===== src/irqmask_pkg.sv =====
// Package holding the register map, field layout and state record of the stage interrupt masks.
package irqmask_pkg;

   localparam int STAGES     = 12;
   localparam int DONE_W     = 13;
   localparam int IDX_W      = 10;
   localparam int ADDR_W     = 12;

   // Register indexes; the byte address on the bus is four times the index.
   localparam logic [IDX_W-1:0] IDX_HI_MASK   = 10'h006;
   localparam logic [IDX_W-1:0] IDX_DONE_MASK = 10'h007;
   localparam logic [IDX_W-1:0] IDX_HI_STAT   = 10'h009;
   localparam logic [IDX_W-1:0] IDX_DONE_STAT = 10'h00A;
   localparam logic [IDX_W-1:0] IDX_GPIO_CFG  = 10'h00C;

   localparam int GPIO_EVENT_BIT = 12;
   localparam int TRIG_LSB       = 14;

   localparam logic [STAGES-1:0] HI_MASK_RESET   = 12'h000;
   localparam logic [DONE_W-1:0] DONE_MASK_RESET = 13'h0000;
   localparam logic [STAGES-1:0] HI_STAT_RESET   = 12'h000;
   localparam logic [DONE_W-1:0] DONE_STAT_RESET = 13'h0000;

   typedef enum logic [1:0] {
      TRIG_LOW_LEVEL  = 2'h0,
      TRIG_RISE_EDGE  = 2'h1,
      TRIG_FALL_EDGE  = 2'h2,
      TRIG_HIGH_LEVEL = 2'h3
   } trig_t;

   localparam trig_t TRIG_RESET = TRIG_LOW_LEVEL;

   typedef enum logic {
      PH_ACCESS,
      PH_ANSWER
   } phase_t;

   typedef struct packed {
      phase_t            phase;
      logic [STAGES-1:0] hi_mask;
      logic [DONE_W-1:0] done_mask;
      logic [STAGES-1:0] hi_stat;
      logic [DONE_W-1:0] done_stat;
      trig_t             trig;
      logic              gpio_prev;
      logic [31:0]       rdata;
      logic              slverr;
      logic              int_n;
   } state_t;

endpackage : irqmask_pkg


===== src/stage_irq_masks.sv =====
// Stage interrupt mask block: enable masks, sticky event status and the interrupt output.
//
// The APB register port was decided locally.
`timescale 1ns/1ps

module stage_irq_masks (
   input  wire logic                                CLK,
   input  wire logic                                RESET_N,
   input  wire logic                                CE,
   input  wire logic                                PSEL,
   input  wire logic                                PENABLE,
   input  wire logic                                PWRITE,
   input  wire logic [irqmask_pkg::ADDR_W-1:0]      PADDR,
   input  wire logic [31:0]                         PWDATA,
   input  wire logic [3:0]                          PSTRB,
   output logic      [31:0]                         PRDATA,
   output logic                                     PREADY,
   output logic                                     PSLVERR,
   input  wire logic [irqmask_pkg::STAGES-1:0]      STAGE_HIGH_EXCEEDED,
   input  wire logic [irqmask_pkg::STAGES-1:0]      STAGE_DONE,
   input  wire logic                                GPIO_IN,
   output logic                                     INT_N
);

   irqmask_pkg::state_t st_q;
   irqmask_pkg::state_t st_d;

   logic                               req;
   logic [irqmask_pkg::IDX_W-1:0]      idx;
   logic                               mapped;
   logic                               finish;
   logic [irqmask_pkg::STAGES-1:0]     hi_clear;
   logic [irqmask_pkg::DONE_W-1:0]     done_clear;
   logic                               gpio_event;

   function automatic logic [irqmask_pkg::IDX_W-1:0] reg_index(
      input logic [irqmask_pkg::ADDR_W-1:0] addr
   );
      reg_index = addr[irqmask_pkg::ADDR_W-1:2];
   endfunction : reg_index

   function automatic logic is_mapped(input logic [irqmask_pkg::IDX_W-1:0] i);
      is_mapped = (i == irqmask_pkg::IDX_HI_MASK)   || (i == irqmask_pkg::IDX_DONE_MASK) ||
                  (i == irqmask_pkg::IDX_HI_STAT)   || (i == irqmask_pkg::IDX_DONE_STAT) ||
                  (i == irqmask_pkg::IDX_GPIO_CFG);
   endfunction : is_mapped

   // Merges the two low byte lanes of a write into a 16-bit register image.
   function automatic logic [15:0] merge_lanes(
      input logic [15:0] old,
      input logic [31:0] wdata,
      input logic [3:0]  strb
   );
      merge_lanes[7:0]  = strb[0] ? wdata[7:0]  : old[7:0];
      merge_lanes[15:8] = strb[1] ? wdata[15:8] : old[15:8];
   endfunction : merge_lanes

   function automatic logic [31:0] read_mux(
      input irqmask_pkg::state_t    s,
      input logic [irqmask_pkg::IDX_W-1:0] i
   );
      read_mux = 32'h0000_0000;
      case (i)
         irqmask_pkg::IDX_HI_MASK:   read_mux[irqmask_pkg::STAGES-1:0] = s.hi_mask;
         irqmask_pkg::IDX_DONE_MASK: read_mux[irqmask_pkg::DONE_W-1:0] = s.done_mask;
         irqmask_pkg::IDX_HI_STAT:   read_mux[irqmask_pkg::STAGES-1:0] = s.hi_stat;
         irqmask_pkg::IDX_DONE_STAT: read_mux[irqmask_pkg::DONE_W-1:0] = s.done_stat;
         irqmask_pkg::IDX_GPIO_CFG:  read_mux[irqmask_pkg::TRIG_LSB+:2] = s.trig;
         default:                    read_mux = 32'h0000_0000;
      endcase
   endfunction : read_mux

   assign PRDATA  = st_q.rdata;
   assign PREADY  = (st_q.phase == irqmask_pkg::PH_ANSWER);
   assign PSLVERR = PREADY && st_q.slverr;
   assign INT_N   = st_q.int_n;

   always_comb begin
      logic [15:0] img;
      img        = 16'h0000;
      st_d       = st_q;
      req        = PSEL && PENABLE;
      idx        = reg_index(PADDR);
      mapped     = is_mapped(idx);
      finish     = (st_q.phase == irqmask_pkg::PH_ANSWER) && req;
      hi_clear   = '0;
      done_clear = '0;
      gpio_event = 1'b0;

      // One wait state lets read data come from a flip-flop; the value is taken then.
      case (st_q.phase)
         irqmask_pkg::PH_ACCESS: begin
            if (req) begin
               st_d.phase  = irqmask_pkg::PH_ANSWER;
               st_d.rdata  = PWRITE ? 32'h0000_0000 : read_mux(st_q, idx);
               st_d.slverr = !mapped;
            end
         end
         irqmask_pkg::PH_ANSWER: begin
            st_d.phase  = irqmask_pkg::PH_ACCESS;
            st_d.slverr = 1'b0;
         end
         default: begin
            st_d.phase = irqmask_pkg::PH_ACCESS;
         end
      endcase

      if (finish && PWRITE) begin
         img = merge_lanes(16'h0000, PWDATA, PSTRB);
         case (idx)
            irqmask_pkg::IDX_HI_MASK: begin
               img = merge_lanes({4'h0, st_q.hi_mask}, PWDATA, PSTRB);
               st_d.hi_mask = img[irqmask_pkg::STAGES-1:0];
            end
            irqmask_pkg::IDX_DONE_MASK: begin
               img = merge_lanes({3'h0, st_q.done_mask}, PWDATA, PSTRB);
               st_d.done_mask = img[irqmask_pkg::DONE_W-1:0];
            end
            irqmask_pkg::IDX_GPIO_CFG: begin
               img = merge_lanes({st_q.trig, 14'h0000}, PWDATA, PSTRB);
               st_d.trig = irqmask_pkg::trig_t'(img[irqmask_pkg::TRIG_LSB+:2]);
            end
            default: begin
               img = 16'h0000;
            end
         endcase
      end

      // Only the bits that were actually reported are cleared, so an event
      // that lands between the data capture and the read's end survives.
      if (finish && !PWRITE) begin
         if (idx == irqmask_pkg::IDX_HI_STAT) begin
            hi_clear = st_q.rdata[irqmask_pkg::STAGES-1:0];
         end
         if (idx == irqmask_pkg::IDX_DONE_STAT) begin
            done_clear = st_q.rdata[irqmask_pkg::DONE_W-1:0];
         end
      end

      case (st_q.trig)
         irqmask_pkg::TRIG_LOW_LEVEL:  gpio_event = !GPIO_IN;
         irqmask_pkg::TRIG_RISE_EDGE:  gpio_event = GPIO_IN && !st_q.gpio_prev;
         irqmask_pkg::TRIG_FALL_EDGE:  gpio_event = !GPIO_IN && st_q.gpio_prev;
         irqmask_pkg::TRIG_HIGH_LEVEL: gpio_event = GPIO_IN;
         default:                      gpio_event = 1'b0;
      endcase
      st_d.gpio_prev = GPIO_IN;

      st_d.hi_stat = (st_q.hi_stat & ~hi_clear) | STAGE_HIGH_EXCEEDED;
      st_d.done_stat = (st_q.done_stat & ~done_clear) |
                       {gpio_event, STAGE_DONE};

      // level interrupt from enabled pending sources
      st_d.int_n = !(|(st_d.hi_stat & st_d.hi_mask) || |(st_d.done_stat & st_d.done_mask));
   end

   always_ff @(posedge CLK) begin
      if (!RESET_N) begin
         st_q.phase     <= irqmask_pkg::PH_ACCESS;
         st_q.hi_mask   <= irqmask_pkg::HI_MASK_RESET;
         st_q.done_mask <= irqmask_pkg::DONE_MASK_RESET;
         st_q.hi_stat   <= irqmask_pkg::HI_STAT_RESET;
         st_q.done_stat <= irqmask_pkg::DONE_STAT_RESET;
         st_q.trig      <= irqmask_pkg::TRIG_RESET;
         st_q.gpio_prev <= 1'b0;
         st_q.rdata     <= 32'h0000_0000;
         st_q.slverr    <= 1'b0;
         st_q.int_n     <= 1'b1;
      end else if (CE) begin
         st_q <= st_d;
      end
   end

   // Helper signals read only by the checks below.
   logic                           wr_done;
   logic [irqmask_pkg::DONE_W-1:0] pw_lo;
   logic [irqmask_pkg::DONE_W-1:0] pending;

   assign wr_done = CE && finish && PWRITE && (PSTRB[1:0] == 2'h3);
   assign pw_lo   = PWDATA[irqmask_pkg::DONE_W-1:0];
   assign pending = {1'b0, st_q.hi_stat & st_q.hi_mask} | (st_q.done_stat & st_q.done_mask);
endmodule : stage_irq_masks


===== config.mk =====
export PLATFORM = sky130hd
export DESIGN_NAME = stage_irq_masks
export DESIGN_NICKNAME = d
export VERILOG_FILES = /design/src/irqmask_pkg.sv /design/src/stage_irq_masks.sv
export SDC_FILE = /design/constraint.sdc
export NUM_CORES = 1
export LEC_CHECK = 0
export ABC_AREA = 1
export BUFFER_PORTS_ARGS = -buffer_cell sky130_fd_sc_hd__buf_2
export CAP_MARGIN = 20
export CORE_MARGIN = 2
export CORE_UTILIZATION = 48
export CTS_CLUSTER_SIZE = 24
export DETAILED_ROUTE_END_ITERATION = 8
export GPL_TIMING_DRIVEN = 0
export PLACE_DENSITY = 0.76
export RECOVER_POWER = 25
export SYNTH_ARGS = -nofsm -noshare
export SYNTH_HDL_FRONTEND = slang
export SYNTH_SLANG_ARGS = --single-unit

===== constraint.sdc =====
create_clock -name CLK -period 2.4 [get_ports CLK]
set_clock_uncertainty 0.15 [all_clocks]
set_input_delay 0.48 -clock CLK [delete_from_list [all_inputs] [get_ports CLK]]
set_output_delay 0.48 -clock CLK [all_outputs]
set_load 0.05 [all_outputs]

# After elaboration in Yosys (flattened, before gate mapping)
# Cells that the tools add are included.
# word_totals
ff_bits,72
latch_bits,0
ramBits,0
romBits,0
output_inout_bits,35
wordCells,71
mem_count,0
# op_classes
add_sub_neg,0
multipliers,0
div_mod_pow,0
magnitude_cmp,0
eq_ne,9
n_shift,0
mux,20
bitwise_logic,9
n_reduce_logical,23
# ops
operator,count
$pmux 12 s4,1
$mux 13,3
$mux 12,3
$eq 10x4->1 const B,3
$and 13x13->13,2
$mux 25,1
$and 12x12->12,2
$eq 10x3->1 const B,2
$mux 16,1
$mux 8,2
$not 13->13,1
$or 13x13->13,1
$reduce_or 13->1,1
$not 12->12,1
$or 12x12->12,1
$reduce_or 12->1,1
$logic_and 1x1->1,7
$pmux 1 s2,3
$logic_not 1->1,5
$logic_or 1x1->1,5
$mux 5,1
$eq 2x2->1 const B,2
$mux 4,1
$pmux 1 s4,1
other kinds (9),10

# Logic depth before layout (Yosys ltp)
# Gate-level depths: netlist of run 1.
# depth
depth_word,11
ltp_mapped,15
mapped_depth_nobuf,15

# Worst setup path before layout of run 1
# OpenSTA, ideal clock, no wires.
# synth_path
kind,register to register
startpoint,reg st_q (netlist bit PREADY)
endpoint,reg st_q (netlist bit INT_N)
setup_ns,0.115
arrival_ns,1.837
required_time_ns,2.135
setup_slack_ns,0.298
path_stages_with_launch,12
period_less_slack_ns,2.102
path_cell_list,dfxtp_1 > nand3_1 > nor2_4 > nand4_1 > nand2_1 > nand3_1 > nand2_1 > nor2_1 > nand2_1 > nor2_1 > nand2_1 > nand2_1
# synth_between
elab_chain_cells,10
# synth_lines
element,line_no,rtl
from (decl),stage_irq_masks.sv:25,irqmask_pkg::state_t st_q;
from (signal assigned),stage_irq_masks.sv:170,st_q <= st_d;
$logic_and 1x1->1 *,stage_irq_masks.sv:85,finish = (st_q.phase == irqmask_pkg::PH_ANSWER) && req;
$logic_and 1x1->1,stage_irq_masks.sv:131,if (finish && !PWRITE) begin
$mux 13 / $mux 12 (equally long branches),stage_irq_masks.sv:131,
$not 13->13 / $not 12->12 (equally long branches),"stage_irq_masks.sv:150, stage_irq_masks.sv:149",
$and 13x13->13 / $and 12x12->12 (equally long branches),"stage_irq_masks.sv:150, stage_irq_masks.sv:149",
$or 13x13->13 / $or 12x12->12 (equally long branches),"stage_irq_masks.sv:150, stage_irq_masks.sv:149",
$and 13x13->13 / $and 12x12->12 (equally long branches),stage_irq_masks.sv:154,st_d.int_n = !(|(st_d.hi_stat & st_d.hi_mask) || |(st_d.done_stat & st_d.done_mask));
$reduce_or 13->1 / $reduce_or 12->1 (equally long branches),stage_irq_masks.sv:154,
$logic_or 1x1->1 *,stage_irq_masks.sv:154,
$logic_not 1->1 *,stage_irq_masks.sv:154,
# Mark *: on every way between the ends. The rest lies on a longest branch, timed or not.
# A chain may end at the register's enable or synchronous reset.

# Final worst setup path of run 1
# layout_path
startpoint,in PADDR[9] (netlist bit)
endpoint,reg st_q (netlist bit PRDATA[7])
# layout_between
elab_chain_cells,3
# layout_lines
element,line_no,rtl
from (decl),stage_irq_masks.sv:13,"input wire logic [irqmask_pkg::ADDR_W-1:0] PADDR,"
$eq 10x4->1 / $eq 10x3->1 (equally long branches),stage_irq_masks.sv:63,case (i)
$pmux 12 s4 *,stage_irq_masks.sv:63,
$mux 16 *,stage_irq_masks.sv:95,"st_d.rdata = PWRITE ? 32'h0000_0000 : read_mux(st_q, idx);"
# Marked as above.

==> tab_implementation.tex, run 1 <==
\begin{tabular}{lr}
\hline
Metric & Value \\
\hline
\multicolumn{2}{l}{\textbf{Timing}} \\
\quad Slew HR & 53.6\% \\
\quad Maximum clock frequency & 0.446 GHz \\
\quad Final setup vio count & 0 \\
\quad Slew at the pin closest to its max-slew limit & 0.696 ns \\
\quad Minimum period implied by the final worst setup slack & 2.24 ns \\
\quad Crit path setup slack, layout & 0.159 ns \\
\quad Final hold violations & 0 \\
\quad Max-slew violations & 0 \\
\quad RSZ-0062 raised after global routing & no \\
\quad Ratio of final minimum period to clock period & 93.4\% \\
\multicolumn{2}{l}{\textbf{Clock network}} \\
\quad Number of H-tree levels & 3 \\
\quad Resized Gates After CTS & 0 \\
\quad Number of clock buffers inserted by TritonCTS & 9 \\
\quad Root buffer selected by CTS & clkbuf\_8 \\
\quad Worst-case clock buffer depth & 2 \\
\quad Clock latency of the later-clocked register in the worst-skew pair & 0.35 ns \\
\quad Clock transition at the register clock pins on the worst setup and hold paths after CTS & 0.08 ns \\
\quad Clock tree from TritonCTS & done \\
\quad Number of clock sinks & 71 \\
\multicolumn{2}{l}{\textbf{Logic synthesis}} \\
\quad Async SR Flop Fraction & 0\% \\
\quad Sequential area share after synthesis & 32.6\% \\
\quad Number of warnings issued by yosys & 0 \\
\quad Biggest area contributors in the synthesized netlist & dfxtp\_1 (33\%), nand2\_1 (12\%), inv\_1 (11\%) \\
\quad Number of flops mapped to enable cells by yosys & 0 \\
\quad Dominant synthesized flop cell & dfxtp\_1 \\
\quad Proportion of netlist area held by the largest area contributor & 32.6\% \\
\quad Cell type with the highest aggregate area in the netlist & dfxtp\_1 \\
\quad Number of synthesized register bits & 71 \\
\quad Distinct cell type count after synthesis & 31 \\
\quad Number of instances in the synthesized netlist & 695 \\
\quad Area of the mapped netlist & 0.00436 mm\^{}2 \\
\quad Mean post-synth cell area & 6.27 um\^{}2 \\
\multicolumn{2}{l}{\textbf{Critical path}} \\
\quad Critical Setup Path Class & input port to register \\
\quad Maximum fanout along the worst path & 10 \\
\quad Number of cells traversed by the worst register-to-register path & 12 \\
\quad Kind of start point of the critical path & input port \\
\quad Largest delay share family, worst path & simple AND/OR/NAND/NOR gates \\
\quad Arr. time, crit path & 2.37 ns \\
\quad Sequence of cells on the critical path & buf\_2 -> nor2\_1 -> nand2\_1 -> nor2\_1 -> buf\_2 -> nand2\_1 -> buf\_2 -> o22ai\_1 -> o21ai\_0 -> a21oi\_1 \\
\quad Start point of the critical path & PADDR[9] \\
\quad Logic depth of the worst setup path including buffers & 10 \\
\quad Register-to-register setup slack & 0.31 ns \\
\quad Data required time of the critical path & 2.53 ns \\
\quad Worst Path Buf+Inv & 3 \\
\quad Most used cell along the critical path & buf\_2 \\
\quad Worst r2r dst & INT\_N \\
\quad End of the critical path & PRDATA[7] \\
\quad Critical path endpoint category & register \\
\quad Maximum single-stage delay on the critical path & 0.28 ns \\
\quad Crit-path slowest cell & buf\_2 \\
\quad Worst reg2reg startpoint & PREADY \\
\multicolumn{2}{l}{\textbf{Route}} \\
\quad First-pass DRT Iterations & 5 \\
\quad Average wire per standard cell & 15.8 um \\
\quad Final routed DRC violation total & 0 \\
\quad Detailed Route Iter0 Violations & 345 \\
\quad Detailed Route WL & 14400 um \\
\quad Vias post-DR & 4905 \\
\quad Routed via count divided by cell count & 5.40 \\
\quad Antenna Violating Nets Remaining & 0 \\
\multicolumn{2}{l}{\textbf{Placed design}} \\
\quad Post-detail-place hpwl & 11000 um \\
\quad Minimum setup slack after placement & -0.0695 ns \\
\quad Quantity of I/O buffers inserted on ports & 73 \\
\quad Routability-driven placement congestion ratio & 0.977 \\
\multicolumn{2}{l}{\textbf{Global routing}} \\
\quad Pin count of the biggest net entering global routing & 13 \\
\quad Total global routing overflow & 0 \\
\quad Overall routing resource usage & 29.1\% \\
\quad Wire length of the first global-routing pass & 22500 um \\
\quad Initial antenna violation count & 0 \\
\quad Vias in the first global route & 4485 \\
\multicolumn{2}{l}{\textbf{Floorplanning}} \\
\quad Site row count & 34 \\
\quad Horizontal die dimension & 99.3 um \\
\quad Placeable Area & 0.00876 mm\^{}2 \\
\quad Height of the die & 99.3 um \\
\quad Initial core utilization & 49.7\% \\
\quad Die area & 0.00986 mm\^{}2 \\
\quad Top-level port count & 114 \\
\multicolumn{2}{l}{\textbf{Job}} \\
\quad Max Cap Violations & 0 \\
\multicolumn{2}{l}{\textbf{Power and ir drop}} \\
\quad Leakage power figure & 2.54 nW \\
\quad Overall power of the completed layout & 2.83 mW \\
\quad Worst vdd ir & 0.457 mV \\
\quad Areal power density over the cells & 553 mW/mm\^{}2 \\
\multicolumn{2}{l}{\textbf{Cells and area}} \\
\quad Number of filler instances in the final layout & 897 \\
\quad Area used by sequential logic in the layout & 0.00142 mm\^{}2 \\
\quad Final net count & 875 \\
\quad Final Util & 58.4\% \\
\quad Ant diodes & 0 \\
\quad Layout area overhead & 17.5\% \\
\quad Multi-input gate area in the final layout & 0.00211 mm\^{}2 \\
\quad Ratio of cells with drive above 1 in the final layout & 16.1\% \\
\multicolumn{2}{l}{\textbf{Min path}} \\
\quad Hold Crit Class & input port to register \\
\multicolumn{2}{l}{\textbf{Status}} \\
\quad Outcome & finished clean \\
\hline
\end{tabular}
-- layout by cell type, fill, tap and decap left out --
cell / n
nand4_2: 1
inv_2: 5
nand3_2: 1
a22oi_1: 1
nor2_1: 47
o211ai_1: 7
or2_0: 1
dfxtp_1: 71
a21oi_1: 61
nor3_1: 2
o21ai_0: 43
nand3_1: 52
bufinv_16: 2
nor2_2: 3
buf_1: 1
clkinv_1: 2
clkbuf_1: 36
buf_2: 64
a211oi_1: 21
buf_4: 34
clkinvlp_4: 2
nand4_1: 6
a32o_1: 2
o22ai_1: 23
buf_6: 1
nand2_2: 2
clkbuf_8: 9
nand2_1: 145
inv_1: 131
nor2_4: 3
clkinv_2: 2
o21ai_1: 1
conb_1: 17
o31ai_1: 1
o211a_1: 1
-- logic make-up (layout without fill, tap and decap cells) --
family          Yosys count  count (layout)  share of synthesized area (%)
flops                    71              71                           32.6
buf+inv                 199             289                           20.3
compound gates          161             161                           21.2
other cells               1              17                         0.0860
simple gates            263             263                           25.8
-- through the flow --
step | TNS (ns) | cells | area (um^2) | hold slack [ns]
3_3_place_gp | -0.260 | 892 | 4920 | 0.301
3_5_place_dp | -0.534 | 892 | 4920 | 0.306
5_1_grt | 0 | 909 | 5120 | 0.248
2_1_floorplan | 0 | 711 | 4420 | 0.294
6_report | 0 | 909 | 5120 | 0.237
4_1_cts | 0 | 908 | 5130 | 0.237
-- power breakdown --
group	total [mW]	switching, mW	internal [mW]
logic	0.493	0.335	0.157
registers	1.27	0.0291	1.24
clock network	1.07	0.485	0.582
total	2.83	0.850	1.98
-- registers in the layout, indices dropped and copies added (netlist names) --
register	count
st_q	54
PRDATA	15
INT_N	1
PREADY	1
-- worst min-delay path by stage --
stage / start / end / slack (ns) / cells past startpoint
final: GPIO_IN / st_q[34] / 0.24 / 3
after global routing: GPIO_IN / st_q[34] / 0.25 / 3
after CTS: GPIO_IN / st_q[34] / 0.24 / 3
after detailed placement: INT_N / INT_N / 0.31 / 2
after global placement: INT_N / INT_N / 0.30 / 2
after floorplan: st_q[1] / st_q[1] / 0.29 / 2
-- cells in the mapped netlist, types with 2 or more instances --
cell and n:
dfxtp_1 71, clkbuf_1 21, inv_1 130, nand2_2 2
nor3_1 2, nor2_2 4, a211oi_1 21, o22ai_1 23
clkinv_1 2, a21oi_1 61, nand2_1 145, nand4_1 6
inv_2 6, nor2_4 3, nor2_1 46, buf_2 5
nand3_1 52, o211ai_1 7, buf_4 33, o21ai_0 43
a32o_1 2
-- worst reg2reg max path: stages, from the launching register on --
cell and delay, ns:
dfxtp_1 0.39, nand3_1 0.16, nor2_4 0.31, nand3_2 0.16, inv_2 0.18, nand2_1 0.09
nand3_1 0.13, nand2_1 0.07, nor2_1 0.12, nand2_1 0.06, nor2_1 0.10, nand2_1 0.08
nand2_1 0.06
-- what timing repair did --
item                                    CTS  global route
setup buffers                             0             1
hold buffers                              0             0
endpoints found under the setup margin    0             1
-- final cells by class --
class	count	share of cell area (%)
sequential	71	27.8
buffer	61	7.16
timing repair buffer	74	6.94
clock inverter	6	1.66
multi-input combinational	441	41.2
clock buffer	10	2.49
tap	108	2.64
inverter	138	10.1
-- routing by layer --
metal,track usage (%),part of all wire (%),up-vias
met5,0,0,-
met4,11.3,2.4,0
met3,3.30,10,37
met2,45.9,44,291
met1,41.0,44,2192
li1,-,-,2385
(Power assumes the default switching activity.)
==> run 2, diff against run 1 <==
CELL_PAD_IN_SITES_DETAIL_PLACEMENT = 0   (was not set)
CELL_PAD_IN_SITES_GLOBAL_PLACEMENT = 2   (was not set)
CORE_UTILIZATION = 28   (was 48)
PLACE_DENSITY = 0.83   (was 0.76)
SLEW_MARGIN = 20   (was not set)
==> tab_implementation.tex, run 2 (synthesized netlist as in run 1, its figures left out) <==
\begin{tabular}{lr}
\hline
Metric & Value \\
\hline
\multicolumn{2}{l}{\textbf{Timing}} \\
\quad Slew at the pin closest to its max-slew limit & 0.785 ns \\
\quad Crit path setup slack, layout & 0.144 ns \\
\quad Slew HR & 47.7\% \\
\quad Final hold slack & 0.251 ns \\
\quad Max-slew violations & 0 \\
\quad Final hold violations & 0 \\
\quad Minimum period implied by the final worst setup slack & 2.26 ns \\
\quad Final setup vio count & 0 \\
\quad Maximum clock frequency & 0.443 GHz \\
\quad Ratio of final minimum period to clock period & 94.0\% \\
\quad Post-route setup TNS & 0 ns \\
\quad RSZ-0062 raised after global routing & yes \\
\multicolumn{2}{l}{\textbf{Cells and area}} \\
\quad Ratio of cells with drive above 1 in the final layout & 16.4\% \\
\quad Layout area overhead & 23.0\% \\
\quad Final Util & 35.3\% \\
\quad Ant diodes & 0 \\
\quad Commonest cells after routing, fill and taps aside & nand2\_1 (145), inv\_1 (130), dfxtp\_1 (71), buf\_2 (63), a21oi\_1 (61) \\
\quad Most flops, register & st\_q \\
\quad Most common cell after layout, fill and taps aside & nand2\_1 \\
\quad Non-filler cells in the finished layout & 988 \\
\quad Finished Cell Area & 0.00536 mm\^{}2 \\
\quad Max FFs per register & 54 \\
\quad Final net count & 874 \\
\quad Number of filler instances in the final layout & 1735 \\
\multicolumn{2}{l}{\textbf{Global routing}} \\
\quad Initial antenna violation count & 0 \\
\quad Vias in the first global route & 4501 \\
\quad Pin count of the biggest net entering global routing & 13 \\
\quad Total global routing overflow & 0 \\
\quad Overall routing resource usage & 19.7\% \\
\quad Wire length of the first global-routing pass & 24500 um \\
\multicolumn{2}{l}{\textbf{Clock network}} \\
\quad Clock latency of the later-clocked register in the worst-skew pair & 0.34 ns \\
\quad Number of clock buffers inserted by TritonCTS & 9 \\
\quad Clock tree from TritonCTS & done \\
\quad Worst-case clock buffer depth & 2 \\
\quad Number of H-tree levels & 3 \\
\quad Hold-fix buffers at CTS & 0 \\
\quad Clock transition at the register clock pins on the worst setup and hold paths after CTS & 0.06 ns \\
\quad Root buffer selected by CTS & clkbuf\_16 \\
\quad Number of clock sinks & 71 \\
\multicolumn{2}{l}{\textbf{Power and ir drop}} \\
\quad Worst vdd ir & 0.372 mV \\
\quad Areal power density over the cells & 627 mW/mm\^{}2 \\
\quad Overall power of the completed layout & 3.36 mW \\
\quad Leakage power figure & 2.60 nW \\
\multicolumn{2}{l}{\textbf{Floorplanning}} \\
\quad Placeable Area & 0.0152 mm\^{}2 \\
\quad Die area & 0.0166 mm\^{}2 \\
\quad Top-level port count & 114 \\
\quad Height of the die & 129 um \\
\quad Horizontal die dimension & 129 um \\
\quad Initial core utilization & 28.7\% \\
\quad Site row count & 45 \\
\multicolumn{2}{l}{\textbf{Critical path}} \\
\quad Arr. time, crit path & 2.37 ns \\
\quad Most used cell along the critical path & buf\_2 \\
\quad Largest delay share family, worst path & simple AND/OR/NAND/NOR gates \\
\quad Maximum single-stage delay on the critical path & 0.29 ns \\
\quad Sequence of cells on the critical path & buf\_2 -> nor2\_1 -> nand2\_1 -> nor2\_2 -> buf\_2 -> nand2\_1 -> buf\_2 -> o22ai\_1 -> o21ai\_0 -> a21oi\_1 \\
\quad Critical Setup Path Class & input port to register \\
\quad Data required time of the critical path & 2.51 ns \\
\quad Critical path endpoint category & register \\
\quad Crit-path slowest cell & buf\_2 \\
\quad Register-to-register setup slack & 0.24 ns \\
\quad Worst Path Buf+Inv & 3 \\
\quad Maximum fanout along the worst path & 10 \\
\quad Kind of start point of the critical path & input port \\
\multicolumn{2}{l}{\textbf{Route}} \\
\quad Average wire per standard cell & 16.0 um \\
\quad Detailed Route WL & 15800 um \\
\quad Final routed DRC violation total & 0 \\
\quad First-pass DRT Iterations & 5 \\
\quad Vias post-DR & 4696 \\
\quad Routed via count divided by cell count & 4.75 \\
\quad Antenna Violating Nets Remaining & 0 \\
\quad Detailed Route Iter0 Violations & 284 \\
\multicolumn{2}{l}{\textbf{Status}} \\
\quad Outcome & finished clean \\
\multicolumn{2}{l}{\textbf{Min path}} \\
\quad Hold Crit Class & input port to register \\
\multicolumn{2}{l}{\textbf{Placed design}} \\
\quad Post-detail-place hpwl & 12300 um \\
\quad Quantity of I/O buffers inserted on ports & 73 \\
\quad Placed Instances & 972 \\
\quad Cell Area, Placed & 0.00502 mm\^{}2 \\
\quad Minimum setup slack after placement & -0.147 ns \\
\quad Routability-driven placement congestion ratio & 0.872 \\
\multicolumn{2}{l}{\textbf{Job}} \\
\quad Max Cap Violations & 0 \\
\hline
\end{tabular}
## run 2: final timing paths
kind	to	cells after the start	startpoint
hold / removal	st_q[34]	3	GPIO_IN
setup reg to reg	INT_N	11	PREADY
setup / recovery	PRDATA[7]	10	PADDR[7]
hold reg to reg	PRDATA[14]	2	PRDATA[14]
## run 2: what timing repair did
item                       4_1_cts  5_1_grt
setup endpoints to repair        0        3
setup buffers                    0        0
resized for setup                0        2
## run 2: cell type report
type	count	area (um^2)	share of cell area (%)
Multi-Input combinational cell	441	2130	39.6
Sequential cell	71	1420	26.5
Inverter	138	518	9.66
Buffer	61	367	6.84
Timing Repair Buffer	73	347	6.46
Clock buffer	11	243	4.53
Tap cell	188	235	4.39
Clock inverter	5	105	1.96
## run 2: layer usage
| layer | wire (um) | GRT usage (%) |
|---|---|---|
| met1 | 7730 | 27.5 |
| met2 | 6950 | 31.3 |
| met3 | 861 | 3.12 |
| met5 | 0 | 0 |
| met4 | 290 | 5.82 |
## run 2: worst register-to-register path, cell delays in order, from the launching register on
cell and delay, ns:
dfxtp_1 0.40, nand3_1 0.16, nor2_4 0.28, nand4_1 0.41
nand2_1 0.23, nand3_1 0.10, nand2_1 0.08, nor2_1 0.04
nand2_1 0.06, nor2_1 0.04, nand2_1 0.05, nand2_1 0.05
## run 2: power by group
group	total, mW	switching (mW)	internal (mW)
clock network	1.59	0.547	1.04
logic	0.497	0.339	0.158
registers	1.27	0.0286	1.24
total	3.36	0.915	2.45
==> run 3, diff against run 2 <==
CTS_BUF_LIST = sky130_fd_sc_hd__clkbuf_4 sky130_fd_sc_hd__clkbuf_8   (was not set)
==> tab_implementation.tex, run 3 (synthesized netlist as in run 1, its figures left out) <==
\begin{tabular}{lr}
\hline
Metric & Value \\
\hline
\multicolumn{2}{l}{\textbf{Clock network}} \\
\quad Clock latency of the later-clocked register in the worst-skew pair & 0.37 ns \\
\quad Resized Gates After CTS & 0 \\
\quad Number of clock buffers inserted by TritonCTS & 9 \\
\quad Worst-case clock buffer depth & 2 \\
\quad Root buffer selected by CTS & clkbuf\_8 \\
\quad Number of clock sinks & 71 \\
\quad Clock tree from TritonCTS & done \\
\quad Number of H-tree levels & 3 \\
\quad Clock transition at the register clock pins on the worst setup and hold paths after CTS & 0.09 ns \\
\multicolumn{2}{l}{\textbf{Critical path}} \\
\quad Number of cells traversed by the worst register-to-register path & 12 \\
\quad Register-to-register setup slack & 0.28 ns \\
\quad Critical Setup Path Class & input port to register \\
\quad Critical path endpoint category & register \\
\quad Worst reg2reg startpoint & PREADY \\
\quad Arr. time, crit path & 2.41 ns \\
\quad Kind of start point of the critical path & input port \\
\quad Worst r2r dst & INT\_N \\
\quad Data required time of the critical path & 2.54 ns \\
\quad Maximum fanout along the worst path & 10 \\
\multicolumn{2}{l}{\textbf{Route}} \\
\quad Routed via count divided by cell count & 4.81 \\
\quad Detailed Route Iter0 Violations & 332 \\
\quad Antenna Violating Nets Remaining & 0 \\
\quad First-pass DRT Iterations & 5 \\
\quad Vias post-DR & 4757 \\
\quad Detailed Route WL & 15800 um \\
\quad Average wire per standard cell & 16.0 um \\
\quad Final routed DRC violation total & 0 \\
\multicolumn{2}{l}{\textbf{Global routing}} \\
\quad Vias in the first global route & 4473 \\
\quad Pin count of the biggest net entering global routing & 13 \\
\quad Initial antenna violation count & 0 \\
\quad Total global routing overflow & 0 \\
\quad Overall routing resource usage & 19.7\% \\
\quad Wire length of the first global-routing pass & 24400 um \\
\multicolumn{2}{l}{\textbf{Floorplanning}} \\
\quad Height of the die & 129 um \\
\quad Site row count & 45 \\
\quad Die area & 0.0166 mm\^{}2 \\
\quad Horizontal die dimension & 129 um \\
\quad Top-level port count & 114 \\
\quad Initial core utilization & 28.7\% \\
\quad Placeable Area & 0.0152 mm\^{}2 \\
\multicolumn{2}{l}{\textbf{Timing}} \\
\quad Slew at the pin closest to its max-slew limit & 0.744 ns \\
\quad Post-route setup TNS & 0 ns \\
\quad Final setup vio count & 0 \\
\quad Slew HR & 50.4\% \\
\quad Maximum clock frequency & 0.441 GHz \\
\quad Ratio of final minimum period to clock period & 94.5\% \\
\quad RSZ-0062 raised after global routing & no \\
\quad Minimum period implied by the final worst setup slack & 2.27 ns \\
\quad Final hold violations & 0 \\
\quad Final hold slack & 0.223 ns \\
\quad Crit path setup slack, layout & 0.132 ns \\
\quad Max-slew violations & 0 \\
\multicolumn{2}{l}{\textbf{Placed design}} \\
\quad Routability-driven placement congestion ratio & 0.872 \\
\quad Placed Instances & 972 \\
\quad Post-detail-place hpwl & 12300 um \\
\quad Quantity of I/O buffers inserted on ports & 73 \\
\quad Minimum setup slack after placement & -0.147 ns \\
\multicolumn{2}{l}{\textbf{Cells and area}} \\
\quad Ratio of cells with drive above 1 in the final layout & 16.4\% \\
\quad Final net count & 875 \\
\quad Non-filler cells in the finished layout & 989 \\
\quad Ant diodes & 0 \\
\quad Layout area overhead & 20.6\% \\
\quad Commonest cells after routing, fill and taps aside & nand2\_1 (146), inv\_1 (130), dfxtp\_1 (71), buf\_2 (64), a21oi\_1 (61) \\
\quad Max FFs per register & 54 \\
\quad Most common cell after layout, fill and taps aside & nand2\_1 \\
\quad Most flops, register & st\_q \\
\multicolumn{2}{l}{\textbf{Min path}} \\
\quad Worst hold stages & 3 \\
\quad Hold Crit Class & input port to register \\
\quad Min-delay src & GPIO\_IN \\
\quad Worst min-delay path endpoint & st\_q[34] \\
\multicolumn{2}{l}{\textbf{Power and ir drop}} \\
\quad Areal power density over the cells & 572 mW/mm\^{}2 \\
\quad Overall power of the completed layout & 3.01 mW \\
\quad Worst vdd ir & 0.253 mV \\
\quad Leakage power figure & 2.56 nW \\
\multicolumn{2}{l}{\textbf{Status}} \\
\quad Outcome & finished clean \\
\multicolumn{2}{l}{\textbf{Job}} \\
\quad Max Cap Violations & 0 \\
\hline
\end{tabular}
## run 3: cell count changes in the layout (fill, tap and decap cells not counted), sizes merged
| cell | previous run | this run |
|---|---|---|
| buf | 98 | 100 |
| clkbuf | 47 | 46 |
## run 3: area by class of cell
cell class,count,area (um^2)
inverter,138,518
clock buffer,11,145
buffer,61,367
fill,1748,9940
clock inverter,5,105
sequential,71,1420
tap,188,235
timing repair buffer,74,355
multi-input combinational,441,2110
## run 3: repair_timing
item,in CTS,in global routing
endpoints found under the setup margin,0,1
buffers inserted,0,1
hold buffers,0,0
## run 3: metal layers
metal | wire (um) | vias to the layer above | GRT usage [%]
met3 | 1050 | 20 | 3.20
met1 | 7540 | 2175 | 27.3
met5 | 0 | - | 0
met2 | 6940 | 186 | 31.4
met4 | 310 | 0 | 6.01
li1 | - | 2376 | -
## run 3: power breakdown
group	internal (mW)	total, mW	switching, mW	leakage (nW)
Combinational	0.157	0.495	0.337	1.85
Sequential	1.24	1.27	0.0289	0.585
Clock	0.731	1.24	0.510	0.119
## run 3: metrics by stage
| stage | utilization (%) | cell area (um^2) |
|---|---|---|
| 2_1_floorplan | - | 4420 |
| 3_3_place_gp | 33.0 | 5020 |
| 3_5_place_dp | 33.0 | 5020 |
| 4_1_cts | 34.7 | 5270 |
| 5_1_grt | 34.6 | 5260 |
| 6_report | 34.6 | 5260 |
## run 3: how the worst max path moves through the flow
stage	start	to	slack, ns	cells past startpoint
floorplan	PREADY	INT_N	0.30	11
global placement	PADDR[7]	INT_N	-0.14	13
detailed placement	PADDR[7]	INT_N	-0.15	13
CTS	PREADY	INT_N	0.23	11
global route	PREADY	INT_N	0.007	12
finish	PADDR[7]	PRDATA[6]	0.13	10
## run 3: worst max-delay path: stages
cell     delay (ns)
buf_2          0.09
nor2_1         0.09
nand2_1        0.16
nor2_2         0.19
buf_2          0.25
nand2_1        0.21
buf_2          0.29
o22ai_1        0.28
o21ai_0        0.19
a21oi_1        0.17
